### config.mk
export PLATFORM = sky130hd
export DESIGN_NAME = scka_top
export DESIGN_NICKNAME = d
export VERILOG_FILES = /design/src/core/scka_pkg.sv /design/src/core/scka_axis_if.sv /design/src/core/scka_top.sv /design/src/core/scka_axis.sv
export SDC_FILE = /design/constraint.sdc
export NUM_CORES = 1
export LEC_CHECK = 0
export BUFFER_PORTS_ARGS = -buffer_cell sky130_fd_sc_hd__buf_4
export CAP_MARGIN = 20
export CORE_MARGIN = 2
export CORE_UTILIZATION = 51
export CTS_BUF_LIST = sky130_fd_sc_hd__clkbuf_4 sky130_fd_sc_hd__clkbuf_8 sky130_fd_sc_hd__clkbuf_16
export CTS_CLUSTER_SIZE = 10
export DETAILED_ROUTE_END_ITERATION = 12
export PLACE_DENSITY = 0.72
export SKIP_CTS_REPAIR_TIMING = 1
export SLEW_MARGIN = 25
export SYNTH_ARGS = -nofsm -noshare
export SYNTH_HDL_FRONTEND = slang
export SYNTH_SLANG_ARGS = --single-unit
### constraint.sdc
create_clock -name CLOCK -period 18.3 [get_ports CLOCK]
set_clock_uncertainty 0.15 [all_clocks]
set_input_delay 2.745 -clock CLOCK [delete_from_list [all_inputs] [get_ports CLOCK]]
set_output_delay 2.745 -clock CLOCK [all_outputs]
set_load 0.01 [all_outputs]
### src/core/scka_pkg.sv
// shared constants and types for the scale counter alarm and key logic
package scka_pkg;
  localparam int NAXES = 3;
  localparam int VALUE_W = 24;
  localparam int DIGITS = 7;
  localparam logic [VALUE_W-1:0] RESET_VALUE = 24'h000000;
  localparam logic [VALUE_W-1:0] DISPLAY_LIMIT = 24'h0F423F;
  localparam logic [3:0] OVERFLOW_CHAR = 4'hF;
  localparam logic [3:0] ECODE_RESET = 4'h0;
  localparam logic [3:0] ECODE_MIN = 4'h1;
  localparam int BLINK_MS = 250;
  localparam int CLOCK_KHZ = 100000;
  localparam int BLINK_CYCLES = BLINK_MS * CLOCK_KHZ;
  typedef enum logic [1:0] {
    SCKA_POWERON,
    SCKA_WAIT_REF,
    SCKA_COUNT,
    SCKA_SETTINGS
  } scka_mode_t;
  typedef enum logic [2:0] {
    SCKA_ERR_NONE,
    SCKA_ERR_NOUNIT,
    SCKA_ERR_SPEED,
    SCKA_ERR_POWER,
    SCKA_ERR_REF
  } scka_err_t;
endpackage

### src/core/scka_axis_if.sv
// command and status bundle between the key logic and one axis
`timescale 1ns/1ps
interface scka_axis_if;
  logic reset_cmd;
  logic wait_ref;
  logic start_cmd;
  logic toggle_cmd;
  logic in_error;
  logic ref_seen;
  modport ctrl (output reset_cmd, output wait_ref, output start_cmd, output toggle_cmd,
    input in_error, input ref_seen);
  modport axis (input reset_cmd, input wait_ref, input start_cmd, input toggle_cmd,
    output in_error, output ref_seen);
endinterface

### src/core/scka_top.sv
// key commands, alarm display codes and axis instances of the scale counter
`timescale 1ns/1ps
// Operation
// - missing unit shows error, value restarts zero
// - overspeed error held until reset
// - overflow shows F in top digit
// - power failure indication held until reset
// - corrupt settings flash error code 1-F
// - missing reference point raises reference error
// - power-on reset enters count, maybe waits reference
// - count reset clears incremental and peak
// - error reset clears all, may wait reference
// - start restarts peak, ignored at power-on/error
// - basis key toggles, ignored power-on/error
// - setup key enters basic or advanced settings
module scka_top
  import scka_pkg::*;
(
  input wire logic CLOCK,
  input wire logic RESETN,
  input wire logic [NAXES-1:0] UNIT_PRESENT,
  input wire logic [NAXES-1:0] OVERSPEED,
  input wire logic [NAXES-1:0] REF_PULSE,
  input wire logic [NAXES-1:0] REF_TIMEOUT,
  input wire logic [NAXES*VALUE_W-1:0] DELTA,
  input wire logic POWER_FAIL,
  input wire logic STORE_CORRUPT,
  input wire logic [3:0] STORE_CODE,
  input wire logic MASTER_CAL,
  input wire logic RESET_KEY,
  input wire logic START_KEY,
  input wire logic DISPLAY_BASIS_TOGGLE_KEY,
  input wire logic SETUP_KEY,
  input wire logic SETTINGS_DONE,
  input wire logic [NAXES-1:0] AXIS_SELECT,
  output logic [1:0] MODE,
  output logic BASIC_SETTINGS,
  output logic ADVANCED_SETTINGS,
  output logic [NAXES*3-1:0] ALARM_CODE,
  output logic [NAXES-1:0] ABSOLUTE_VALUE_SHOWN,
  output logic [NAXES-1:0] OVERFLOW_DIGIT,
  output logic [NAXES*VALUE_W-1:0] SHOWN_VALUE,
  output logic [NAXES*VALUE_W-1:0] PEAK_VALUE,
  output logic STORE_ERROR_SHOWN,
  output logic [3:0] STORE_ERROR_CODE
);
  import scka_pkg::*;
  logic rst_s1_q, rst_n_q;
  always_ff @(posedge CLOCK or negedge RESETN) begin
    if (!RESETN) begin
      rst_s1_q <= 1'b0;
      rst_n_q <= 1'b0;
    end else begin
      rst_s1_q <= 1'b1;
      rst_n_q <= rst_s1_q;
    end
  end
  // every pin but DELTA is asynchronous to CLOCK: two stages before use
  localparam int SW = 4 * NAXES + 12;
  wire logic [SW-1:0] pins = {UNIT_PRESENT, OVERSPEED, REF_PULSE, REF_TIMEOUT, POWER_FAIL,
    STORE_CORRUPT, STORE_CODE, MASTER_CAL, RESET_KEY, START_KEY, DISPLAY_BASIS_TOGGLE_KEY,
    SETUP_KEY, SETTINGS_DONE};
  // units start out present, so a release of reset raises no false missing-unit alarm
  localparam logic [SW-1:0] PIN_IDLE = {{NAXES{1'b1}}, {(SW-NAXES){1'b0}}};
  logic [SW-1:0] s1_q, s2_q, prev_q;
  logic [NAXES-1:0] sel_s1_q, sel_s2_q;
  always_ff @(posedge CLOCK or negedge rst_n_q) begin
    if (!rst_n_q) begin
      s1_q <= PIN_IDLE;
      s2_q <= PIN_IDLE;
      prev_q <= PIN_IDLE;
      sel_s1_q <= '0;
      sel_s2_q <= '0;
    end else begin
      s1_q <= pins;
      s2_q <= s1_q;
      prev_q <= s2_q;
      sel_s1_q <= AXIS_SELECT;
      sel_s2_q <= sel_s1_q;
    end
  end
  wire logic [NAXES-1:0] unit_s = s2_q[SW-1 -: NAXES];
  wire logic [NAXES-1:0] speed_s = s2_q[SW-1-NAXES -: NAXES];
  wire logic [NAXES-1:0] refp_s = s2_q[SW-1-2*NAXES -: NAXES];
  wire logic [NAXES-1:0] refp_rise = refp_s & ~prev_q[SW-1-2*NAXES -: NAXES];
  wire logic [NAXES-1:0] reft_s = s2_q[SW-1-3*NAXES -: NAXES];
  wire logic pfail_s = s2_q[11];
  wire logic corrupt_s = s2_q[10];
  wire logic [3:0] code_s = s2_q[9:6];
  wire logic mcal_s = s2_q[5];
  wire logic [4:0] press = s2_q[4:0] & ~prev_q[4:0];
  wire logic reset_p = press[4];
  wire logic start_p = press[3];
  wire logic toggle_p = press[2];
  wire logic setup_p = press[1];
  wire logic setup_held = s2_q[1];
  wire logic done_p = press[0];
  wire logic [NAXES-1:0] sel = (sel_s2_q == '0) ? {NAXES{1'b1}} : sel_s2_q;
  scka_mode_t mode_q, mode_d;
  logic basic_q;
  logic [NAXES-1:0] wait_ax;
  wire logic in_count = (mode_q == SCKA_COUNT) || (mode_q == SCKA_WAIT_REF);
  wire logic any_wait = |wait_ax;
  always_comb begin
    mode_d = mode_q;
    unique case (mode_q)
      SCKA_POWERON: begin
        if (setup_held && reset_p)
          mode_d = SCKA_SETTINGS;
        else if (reset_p)
          mode_d = mcal_s ? SCKA_WAIT_REF : SCKA_COUNT;
      end
      SCKA_WAIT_REF: begin
        if (!any_wait && !reset_p)
          mode_d = SCKA_COUNT;
      end
      SCKA_COUNT: begin
        if (setup_p)
          mode_d = SCKA_SETTINGS;
        else if (any_wait)
          mode_d = SCKA_WAIT_REF;
      end
      SCKA_SETTINGS: begin
        if (done_p)
          mode_d = SCKA_COUNT;
      end
    endcase
  end
  always_ff @(posedge CLOCK or negedge rst_n_q) begin
    if (!rst_n_q) begin
      mode_q <= SCKA_POWERON;
      basic_q <= 1'b0;
    end else begin
      mode_q <= mode_d;
      if (mode_d == SCKA_SETTINGS && mode_q != SCKA_SETTINGS)
        basic_q <= (mode_q == SCKA_POWERON);
    end
  end
  logic [31:0] blink_cnt_q;
  logic blink_q;
  always_ff @(posedge CLOCK or negedge rst_n_q) begin
    if (!rst_n_q) begin
      blink_cnt_q <= '0;
      // flashing starts in the on phase so a corrupt store shows at once
      blink_q <= 1'b1;
    end else if (blink_cnt_q == 32'(BLINK_CYCLES - 1)) begin
      blink_cnt_q <= '0;
      blink_q <= !blink_q;
    end else begin
      blink_cnt_q <= blink_cnt_q + 32'h1;
    end
  end
  // a power-on reset also restarts the axes, so they obey the same command path
  wire logic reset_cmd = reset_p && (mode_q != SCKA_SETTINGS);
  genvar g;
  generate
    for (g = 0; g < NAXES; g++) begin : gen_axis
      scka_axis_if ax_if ();
      scka_err_t err;
      logic abs_sel, waiting;
      logic [VALUE_W-1:0] inc, abs_v, peak;
      wire logic [VALUE_W-1:0] shown = abs_sel ? abs_v : inc;
      wire logic [VALUE_W-1:0] mag = shown[VALUE_W-1] ? (~shown + 1'b1) : shown;
      wire logic over = mag > DISPLAY_LIMIT;
      assign ax_if.reset_cmd = reset_cmd;
      assign ax_if.wait_ref = mcal_s && (mode_q == SCKA_POWERON || ax_if.in_error);
      assign ax_if.start_cmd = start_p && in_count && sel[g] && !ax_if.in_error;
      assign ax_if.toggle_cmd = toggle_p && in_count && sel[g] && !ax_if.in_error;
      assign wait_ax[g] = waiting;
      scka_axis u_axis (
        .clk(CLOCK),
        .rst_n(rst_n_q),
        .connected(unit_s[g]),
        .overspeed(speed_s[g]),
        .power_fail(pfail_s),
        .ref_pulse(refp_rise[g]),
        .ref_timeout(reft_s[g]),
        .delta(DELTA[g*VALUE_W +: VALUE_W]),
        .bus(ax_if.axis),
        .err_q(err),
        .abs_sel_q(abs_sel),
        .inc_q(inc),
        .abs_q(abs_v),
        .peak_q(peak),
        .waiting_q(waiting)
      );
      always_ff @(posedge CLOCK or negedge rst_n_q) begin
        if (!rst_n_q) begin
          ALARM_CODE[g*3 +: 3] <= 3'h0;
          ABSOLUTE_VALUE_SHOWN[g] <= 1'b0;
          OVERFLOW_DIGIT[g] <= 1'b0;
          SHOWN_VALUE[g*VALUE_W +: VALUE_W] <= RESET_VALUE;
          PEAK_VALUE[g*VALUE_W +: VALUE_W] <= RESET_VALUE;
        end else begin
          ALARM_CODE[g*3 +: 3] <= err;
          ABSOLUTE_VALUE_SHOWN[g] <= abs_sel;
          OVERFLOW_DIGIT[g] <= over && (err == SCKA_ERR_NONE);
          SHOWN_VALUE[g*VALUE_W +: VALUE_W] <= shown;
          PEAK_VALUE[g*VALUE_W +: VALUE_W] <= peak;
        end
      end
    end
  endgenerate
  always_ff @(posedge CLOCK or negedge rst_n_q) begin
    if (!rst_n_q) begin
      MODE <= 2'h0;
      BASIC_SETTINGS <= 1'b0;
      ADVANCED_SETTINGS <= 1'b0;
      STORE_ERROR_SHOWN <= 1'b0;
      STORE_ERROR_CODE <= ECODE_RESET;
    end else begin
      MODE <= mode_q;
      BASIC_SETTINGS <= (mode_q == SCKA_SETTINGS) && basic_q;
      ADVANCED_SETTINGS <= (mode_q == SCKA_SETTINGS) && !basic_q;
      // code 0 is not a valid error code, so it is shown as 1
      STORE_ERROR_SHOWN <= corrupt_s && blink_q;
      STORE_ERROR_CODE <= corrupt_s ? ((code_s == 4'h0) ? ECODE_MIN : code_s) : ECODE_RESET;
    end
  end
endmodule

### src/core/scka_axis.sv
// one axis: error state, counts, peak, display basis
`timescale 1ns/1ps
module scka_axis
  import scka_pkg::*;
(
  input wire logic clk,
  input wire logic rst_n,
  input wire logic connected,
  input wire logic overspeed,
  input wire logic power_fail,
  input wire logic ref_pulse,
  input wire logic ref_timeout,
  input wire logic signed [VALUE_W-1:0] delta,
  scka_axis_if.axis bus,
  output scka_err_t err_q,
  output logic abs_sel_q,
  output logic [VALUE_W-1:0] inc_q,
  output logic [VALUE_W-1:0] abs_q,
  output logic [VALUE_W-1:0] peak_q,
  output logic waiting_q
);
  import scka_pkg::*;
  scka_err_t err_d;
  wire logic in_err = (err_q != SCKA_ERR_NONE);
  wire logic counting = !in_err && !waiting_q;
  wire logic [VALUE_W-1:0] inc_n = inc_q + VALUE_W'(delta);
  wire logic [VALUE_W-1:0] mag = inc_n[VALUE_W-1] ? (~inc_n + 1'b1) : inc_n;
  wire logic err_reset = bus.reset_cmd && in_err;
  assign bus.in_error = in_err;
  assign bus.ref_seen = ref_pulse;
  // sticky faults; a fresh fault wins over a reset in the same cycle
  always_comb begin
    err_d = err_q;
    if (err_reset)
      err_d = SCKA_ERR_NONE;
    if (!connected)
      err_d = SCKA_ERR_NOUNIT;
    else if (overspeed)
      err_d = SCKA_ERR_SPEED;
    else if (power_fail)
      err_d = SCKA_ERR_POWER;
    else if (waiting_q && ref_timeout)
      err_d = SCKA_ERR_REF;
  end
  always_ff @(posedge clk or negedge rst_n) begin
    if (!rst_n) begin
      err_q <= SCKA_ERR_NONE;
      abs_sel_q <= 1'b0;
      inc_q <= RESET_VALUE;
      abs_q <= RESET_VALUE;
      peak_q <= RESET_VALUE;
      waiting_q <= 1'b0;
    end else begin
      err_q <= err_d;
      if (err_reset) begin
        inc_q <= RESET_VALUE;
        abs_q <= RESET_VALUE;
        peak_q <= RESET_VALUE;
        waiting_q <= bus.wait_ref;
      end else if (bus.reset_cmd && !waiting_q) begin
        inc_q <= RESET_VALUE;
        peak_q <= RESET_VALUE;
        waiting_q <= bus.wait_ref;
      end else if (bus.reset_cmd) begin
        waiting_q <= bus.wait_ref;
      end else if (waiting_q) begin
        if (ref_pulse)
          waiting_q <= 1'b0;
      end else if (counting) begin
        inc_q <= inc_n;
        abs_q <= abs_q + VALUE_W'(delta);
        if (bus.start_cmd)
          peak_q <= RESET_VALUE;
        else if (mag > peak_q)
          peak_q <= mag;
      end
      if (bus.toggle_cmd && counting)
        abs_sel_q <= !abs_sel_q;
    end
  end
endmodule

; ---- Word-level counts from Yosys, hierarchy flattened
; Cells that the tools add are included.
; Widths: inputs -> output; s select.
[totals]
regBits = 509
latchBits = 0
ram_bits = 0
mem_bits_ro = 0
in_bits = 101
output_inout_bits = 168
elab_cells = 291
memories = 0
[op_classes]
addsub = 13
n_mul = 0
div_mod_pow = 0
order_cmp = 6
n_eq_ne = 24
shift = 0
mux = 102
bitwise_logic = 10
n_reduce_logical = 87
[ops]
columns = op, count
row1 = $mux 24, 60
row2 = $add 24x1->24 const B, 6
row3 = $add 24x24->24, 6
row4 = $not 24->24, 6
row5 = $gt 24x20->1 const B, 3
row6 = $gt 24x24->1, 3
row7 = $mux 3, 16
row8 = $logic_and 1x1->1, 42
row9 = $add 32x1->32 const B, 1
row10 = $eq 32x25->1 const B, 1
row11 = $mux 32, 1
row12 = $reduce_and 4->1, 6
row13 = $reduce_bool 3->1, 6
row14 = $mux 1, 15
row15 = $ne 5x3->1 const B, 3
row16 = $mux 2, 7
row17 = $logic_not 1->1, 13
row18 = $logic_not 3->1, 4
row19 = $ne 3x3->1 const B, 4
row20 = $reduce_bool 4->1, 3
row21 = $ne 2x1->1 const B, 5
row22 = $ne 2x2->1 const B, 5
row23 = $reduce_and 3->1, 3
row24 = $mux 4, 2
row25 = 13 further kinds, 21

; ---- Depth between registers and ports, before layout
[logic_depth]
ltp_word = 12
ltp_mapped = 24
ltp_nobuf = 22

; ---- By module
; A second synthesis with hierarchy kept.
[unflattened]
hier_cells = 3003
area_unflattened_um2 = 29707.2
[modules_own_cells]
columns = module, instances, cells_per_inst, area_each_um2, seq_area_each_um2
row1 = scka_top, 1, 821, 10541.4, 6715.2
row2 = scka_axis (gen_axis[1].u_axis), 1, 752, 6590.1, 1926.8
row3 = scka_axis (gen_axis[0].u_axis), 1, 725, 6336.1, 1926.8
row4 = scka_axis (gen_axis[2].u_axis), 1, 705, 6239.7, 1926.8

; ---- Worst setup path after synthesis
; Ideal clock, no wire load.
[synth_timing]
path_kind = input port to flip-flop
from = input port DELTA[24]
to = register gen_axis[1].u_axis.peak_q[10]
setup_ps = 121
t_arrival_ps = 7898
t_required_ps = 18029
slack_ps = 10132
path_stages = 22
n_path_buf = 1
path_cell_list = ha_1 -> fa_1 -> a211oi_1 -> o21ai_0 -> nand3_1 -> a21oi_1 -> or3_1 -> a211oi_1 -> or4b_2 -> o21ai_0 -> xnor2_1 -> ha_1 -> nand4_1 -> nor2_1 -> and4_1 -> and3_1 -> a2111oi_0 -> o211ai_1 -> o21ai_1 -> nor2_1 -> clkbuf_1 -> a22o_1
[synth_between]
elab_chain_cells = 11
elab_cells_between_ends = 14
cone_classes = add/sub: 2 / order compare: 1 / mux: 8 / bitwise: 1 / reduce/logical: 2
[synth_lines]
columns = item, line_no
row1 = start: declaration, scka_top.sv:25  ; input wire logic [NAXES*VALUE_W-1:0] DELTA,
row2 = $add 24x24->24 (*), scka_axis.sv:26  ; wire logic [VALUE_W-1:0] inc_n = inc_q + VALUE_W'(delta);
row3 = $not 24->24, scka_axis.sv:27  ; wire logic [VALUE_W-1:0] mag = inc_n[VALUE_W-1] ? (~inc_n + 1'b1) : inc_n;
row4 = $add 24x1->24, scka_axis.sv:27
row5 = $mux 24 (*), scka_axis.sv:27
row6 = branches (longest 7 deep; another with $gt 24x24->1), -
row7 = end signal: assignment, scka_axis.sv:75  ; peak_q <= mag;
row8 = end: declaration, scka_axis.sv:19  ; output logic [VALUE_W-1:0] peak_q,
; Mark *: on every way between the ends. The select of a mux whose other input is x is not followed.
; A chain may end at the register's enable or synchronous reset.

; ---- Final worst setup path
[layout_timing]
from = input port DELTA[48]
to = register gen_axis[2].u_axis.peak_q[21]
[layout_between]
elab_chain_cells = 11
elab_cells_between_ends = 14
cone_classes = add/sub: 2 / order compare: 1 / mux: 8 / bitwise: 1 / reduce/logical: 2
[layout_lines]
columns = item, line_no
row1 = $add 24x24->24 (*), scka_axis.sv:26
row2 = $not 24->24, scka_axis.sv:27
row3 = $add 24x1->24, scka_axis.sv:27
row4 = $mux 24 (*), scka_axis.sv:27
row5 = branches (longest 7 deep; another with $gt 24x24->1), -
row6 = end signal: assignment, scka_axis.sv:75
row7 = end: declaration, scka_axis.sv:19
; Marked as above.

==> metrics.md <==
| Metric | Value |
|---|---|
| Post-synth ARST share | `100%` |
| Routed vias/inst | `5.94` |
| CP cell instances | `buf_4 -> ha_1 -> fa_1 -> a211oi_2 -> nor3_1 -> or4b_1 -> a21oi_1 -> xor2_1 -> or3b_2 -> a2111oi_0 -> and4b_1 -> nor2_1 -> xor2_1 -> ha_1 -> nand3_1 -> o31ai_1 -> o32ai_1 -> o21ai_0 -> o21ai_0 -> buf_4 -> nor2_1 -> nand4b_1 -> nand3_1` |
| CTS Buf Count | `59` |
| Fin. max-slew vios | `0` |
| Root Driver | `clkbuf_16` |
| RSZ-0062 raised after global routing | `no` |
| Number of vias in the routed layout | `23900` |
| HPWL after DPL | `59.9 mm` |
| Tcrit/Tclk final | `48.3%` |
| DR iter-0 viols | `1619` |
| Slew headroom | `32.2%` |
| Pin count of the biggest net entering global routing | `174` |
| Worst hold path class | `reg -> async` |
| YS warnings | `0` |
| RePlAce Congestion | `0.941` |
| DRT antenna net count | `0` |
| Total congestion overflow | `0` |
| Number of remaining DRC errors | `0` |
| Slowest cell on the critical path | `or4b_1` |
| Fin nets | `3553` |
| FP Rows | `87` |
| CTS clk-pin slew, worst paths | `0.05 ns` |
| Critical path capture point type | `register` |
| Final wirelength | `79.9 mm` |
| First-pass GRT wire length | `127 mm` |
| Longest Clk Path Bufs | `3` |
| Syn Nets | `3282` |
| Layout cell share with drive strength beyond 1 | `16.2%` |
| Vias in the first global route | `23500` |
| Die footprint | `58900 um^2` |
| Power density over the cells | `210 nW/um^2` |
| I/O Buffers | `268` |
| Cells after synthesis | `2954` |
| Area of the mapped netlist | `29000 um^2` |
| Reg area | `12500 um^2` |
| Worst slew pin tran | `0.989 ns` |
| Leakage power | `16.2 nW` |
| Min Tclk post-route | `8.84 ns` |
| Run status | `finished, final reports clean` |
| H-tree levels | `2` |
| Dpl ws | `8.81 ns` |
| CP startpoint kind | `input port` |
| Synth Flop Type | `dfrtp_1` |
| Sequential area share after synthesis | `43.0%` |
| Setup TNS | `0 ns` |
| Clock Latency Late Sink | `0.64 ns` |
| Max-cap violations | `0` |
| Post-Syn Area per Cell | `9.83 um^2` |
| Multi-input gate area | `15600 um^2` |
| Setup violations, final | `0` |
| Worst path arrival time | `9.25 ns` |
| GRT Util Overall | `26.8%` |
| Die Y | `243 um` |
| Core Box Area | `56400 um^2` |
| Worst EP required | `18.71 ns` |
| DR WL/cell | `19.9 um` |
| Worst Slack Setup Final | `9.46 ns` |
| Starting Density | `51.5%` |
| CTS tree | `built` |
| I/O pin count | `269` |
| Fmax | `113 MHz` |
| Flip-flop and latch count after synthesis | `499` |
| CTS sink count | `499` |
| Area grow syn2layout | `16.5%` |
| Die X | `243 um` |
| EDFF count, synth | `0` |
| Number of library cell types mapped by synthesis | `104` |
| Fill cell count | `4787` |
| CP Class | `in -> reg` |
| Crit-path max cell delay | `0.61 ns` |
| Pre-antenna DRT Iters | `6` |
| Crit path max fanout | `9` |
| Final hold vios | `0` |
| Max VDD drop | `100 uV` |
| Antenna violations before repair | `3` |
flip-flops by register name (all words and copies together), names as in the netlist, 9 cells and up:
register                cells
PEAK_VALUE                 72
SHOWN_VALUE                72
gen_axis.u_axis.abs_q      72
gen_axis.u_axis.inc_q      72
gen_axis.u_axis.peak_q     72
blink_cnt_q                32
s1_q                       24
s2_q                       24
ALARM_CODE                  9
gen_axis.u_axis.err_q       9
cell families (layout without fill, tap and decap cells):
kind of cell,count (synthesis),in the layout,synth area share [%]
other,1,2,0.0129
xor gates and xnor gates,197,197,5.94
adders and majority gates,227,227,9.94
buffers and inverters,261,564,3.43
and+or+nand+nor,841,841,14.7
AOI/OAI and AO/OA,846,846,19.9
DFF,499,499,43.0
muxes,82,82,3.03
through the flow:
stage	instance area [um^2]	utilization [%]	cells	hold WS (ns)	total power, mW
finish	33800	60.0	4014	0.146	7.10
global route	33800	60.0	4013	0.187	7.68
CTS	33800	59.9	4011	0.200	7.10
detailed placement	31900	56.6	3918	0.188	5.93
global placement	31900	56.6	3918	0.184	5.80
floorplan	29000	-	2954	0.181	4.74
critical path: cells and delay by family:
family / cells / cell delay (ns)
buffers and inverters: 2 / 0.39
adders and majority gates: 3 / 1.01
and+or+nand+nor: 9 / 2.41
xor gates and xnor gates: 2 / 0.55
AOI/OAI and AO/OA: 7 / 2.12
layout by cell type, fill, tap and decap left out, types with 31 or more instances in the layout:
| cell | netlist | final |
|---|---|---|
| ha_1 | 221 | 221 |
| o21a_1 | 32 | 32 |
| nand3_1 | 119 | 119 |
| inv_1 | 169 | 169 |
| xnor2_1 | 117 | 117 |
| a22o_1 | 100 | 100 |
| clkbuf_16 | 0 | 59 |
| xor2_1 | 80 | 79 |
| nor3_1 | 87 | 83 |
| and3_1 | 31 | 31 |
| o21ai_0 | 193 | 193 |
| a21oi_1 | 168 | 166 |
| a21o_1 | 78 | 78 |
| mux2_2 | 46 | 46 |
| nand4_1 | 33 | 33 |
| nor2_1 | 174 | 172 |
| buf_4 | 1 | 295 |
| nand2_1 | 191 | 190 |
| a211oi_1 | 38 | 38 |
| dfrtp_1 | 492 | 491 |
| mux2i_1 | 35 | 35 |
Yosys cell counts (25+ instances only):
master    count  area share [%]
a211oi_1     38            0.98
a21o_1       78             2.0
a21oi_1     168             2.9
a22o_1      100             3.0
and2_1       25            0.54
and3_1       31            0.67
clkbuf_1     78             1.0
dfrtp_1     492              42
ha_1        221             9.5
inv_1       169             2.2
mux2_2       46             1.8
mux2i_1      35             1.2
nand2_1     191             2.5
nand3_1     119             2.1
nand4_1      33            0.71
nor2_1      174             2.2
nor2b_1      30            0.65
nor3_1       87             1.5
o21a_1       32            0.83
o21ai_0     193             3.3
o31ai_1      29            0.75
xnor2_1     117             3.5
xor2_1       80             2.4
report_power, final:
| group | switching (mW) | internal, mW |
|---|---|---|
| registers | 0.291 | 1.46 |
| logic | 2.44 | 1.79 |
| clock network | 0.463 | 0.656 |
| total | 3.19 | 3.91 |
metal layers:
metal / vias to the layer above / share of wire [%] / global-route usage, %
met5: - / 0.041 / 0
met4: 4 / 3.4 / 9.35
met3: 171 / 6.0 / 5.26
met2: 704 / 47 / 44.7
met1: 11600 / 43 / 34.9
li1: 11300 / - / -
worst paths after layout:
kind	end	from	depth (start not counted)	slack, ns
max	gen_axis[2].u_axis.peak_q[21]	DELTA[48]	23	9.46
min	prev_q[4]	rst_n_q	0	0.15
max reg2reg	gen_axis[2].u_axis.peak_q[21]	gen_axis[2].u_axis.inc_q[0]	22	11.29
min reg2reg	prev_q[4]	rst_n_q	0	0.15
max in group asynchronous	rst_n_q	RESETN	1	16.16
min in group CLOCK	s2_q[1]	s1_q[1]	0	0.19
area by class of cell:
type	count	area share, %
clock inverters	5	0.248
diodes	1	0.00740
repair buffers	299	6.78
flip-flops and latches	499	37.0
well taps	756	2.80
inverters	172	1.91
clock buffers	88	5.17
multi-input cells	2194	46.1
Note: power is estimated with default switching activity, not from simulation.
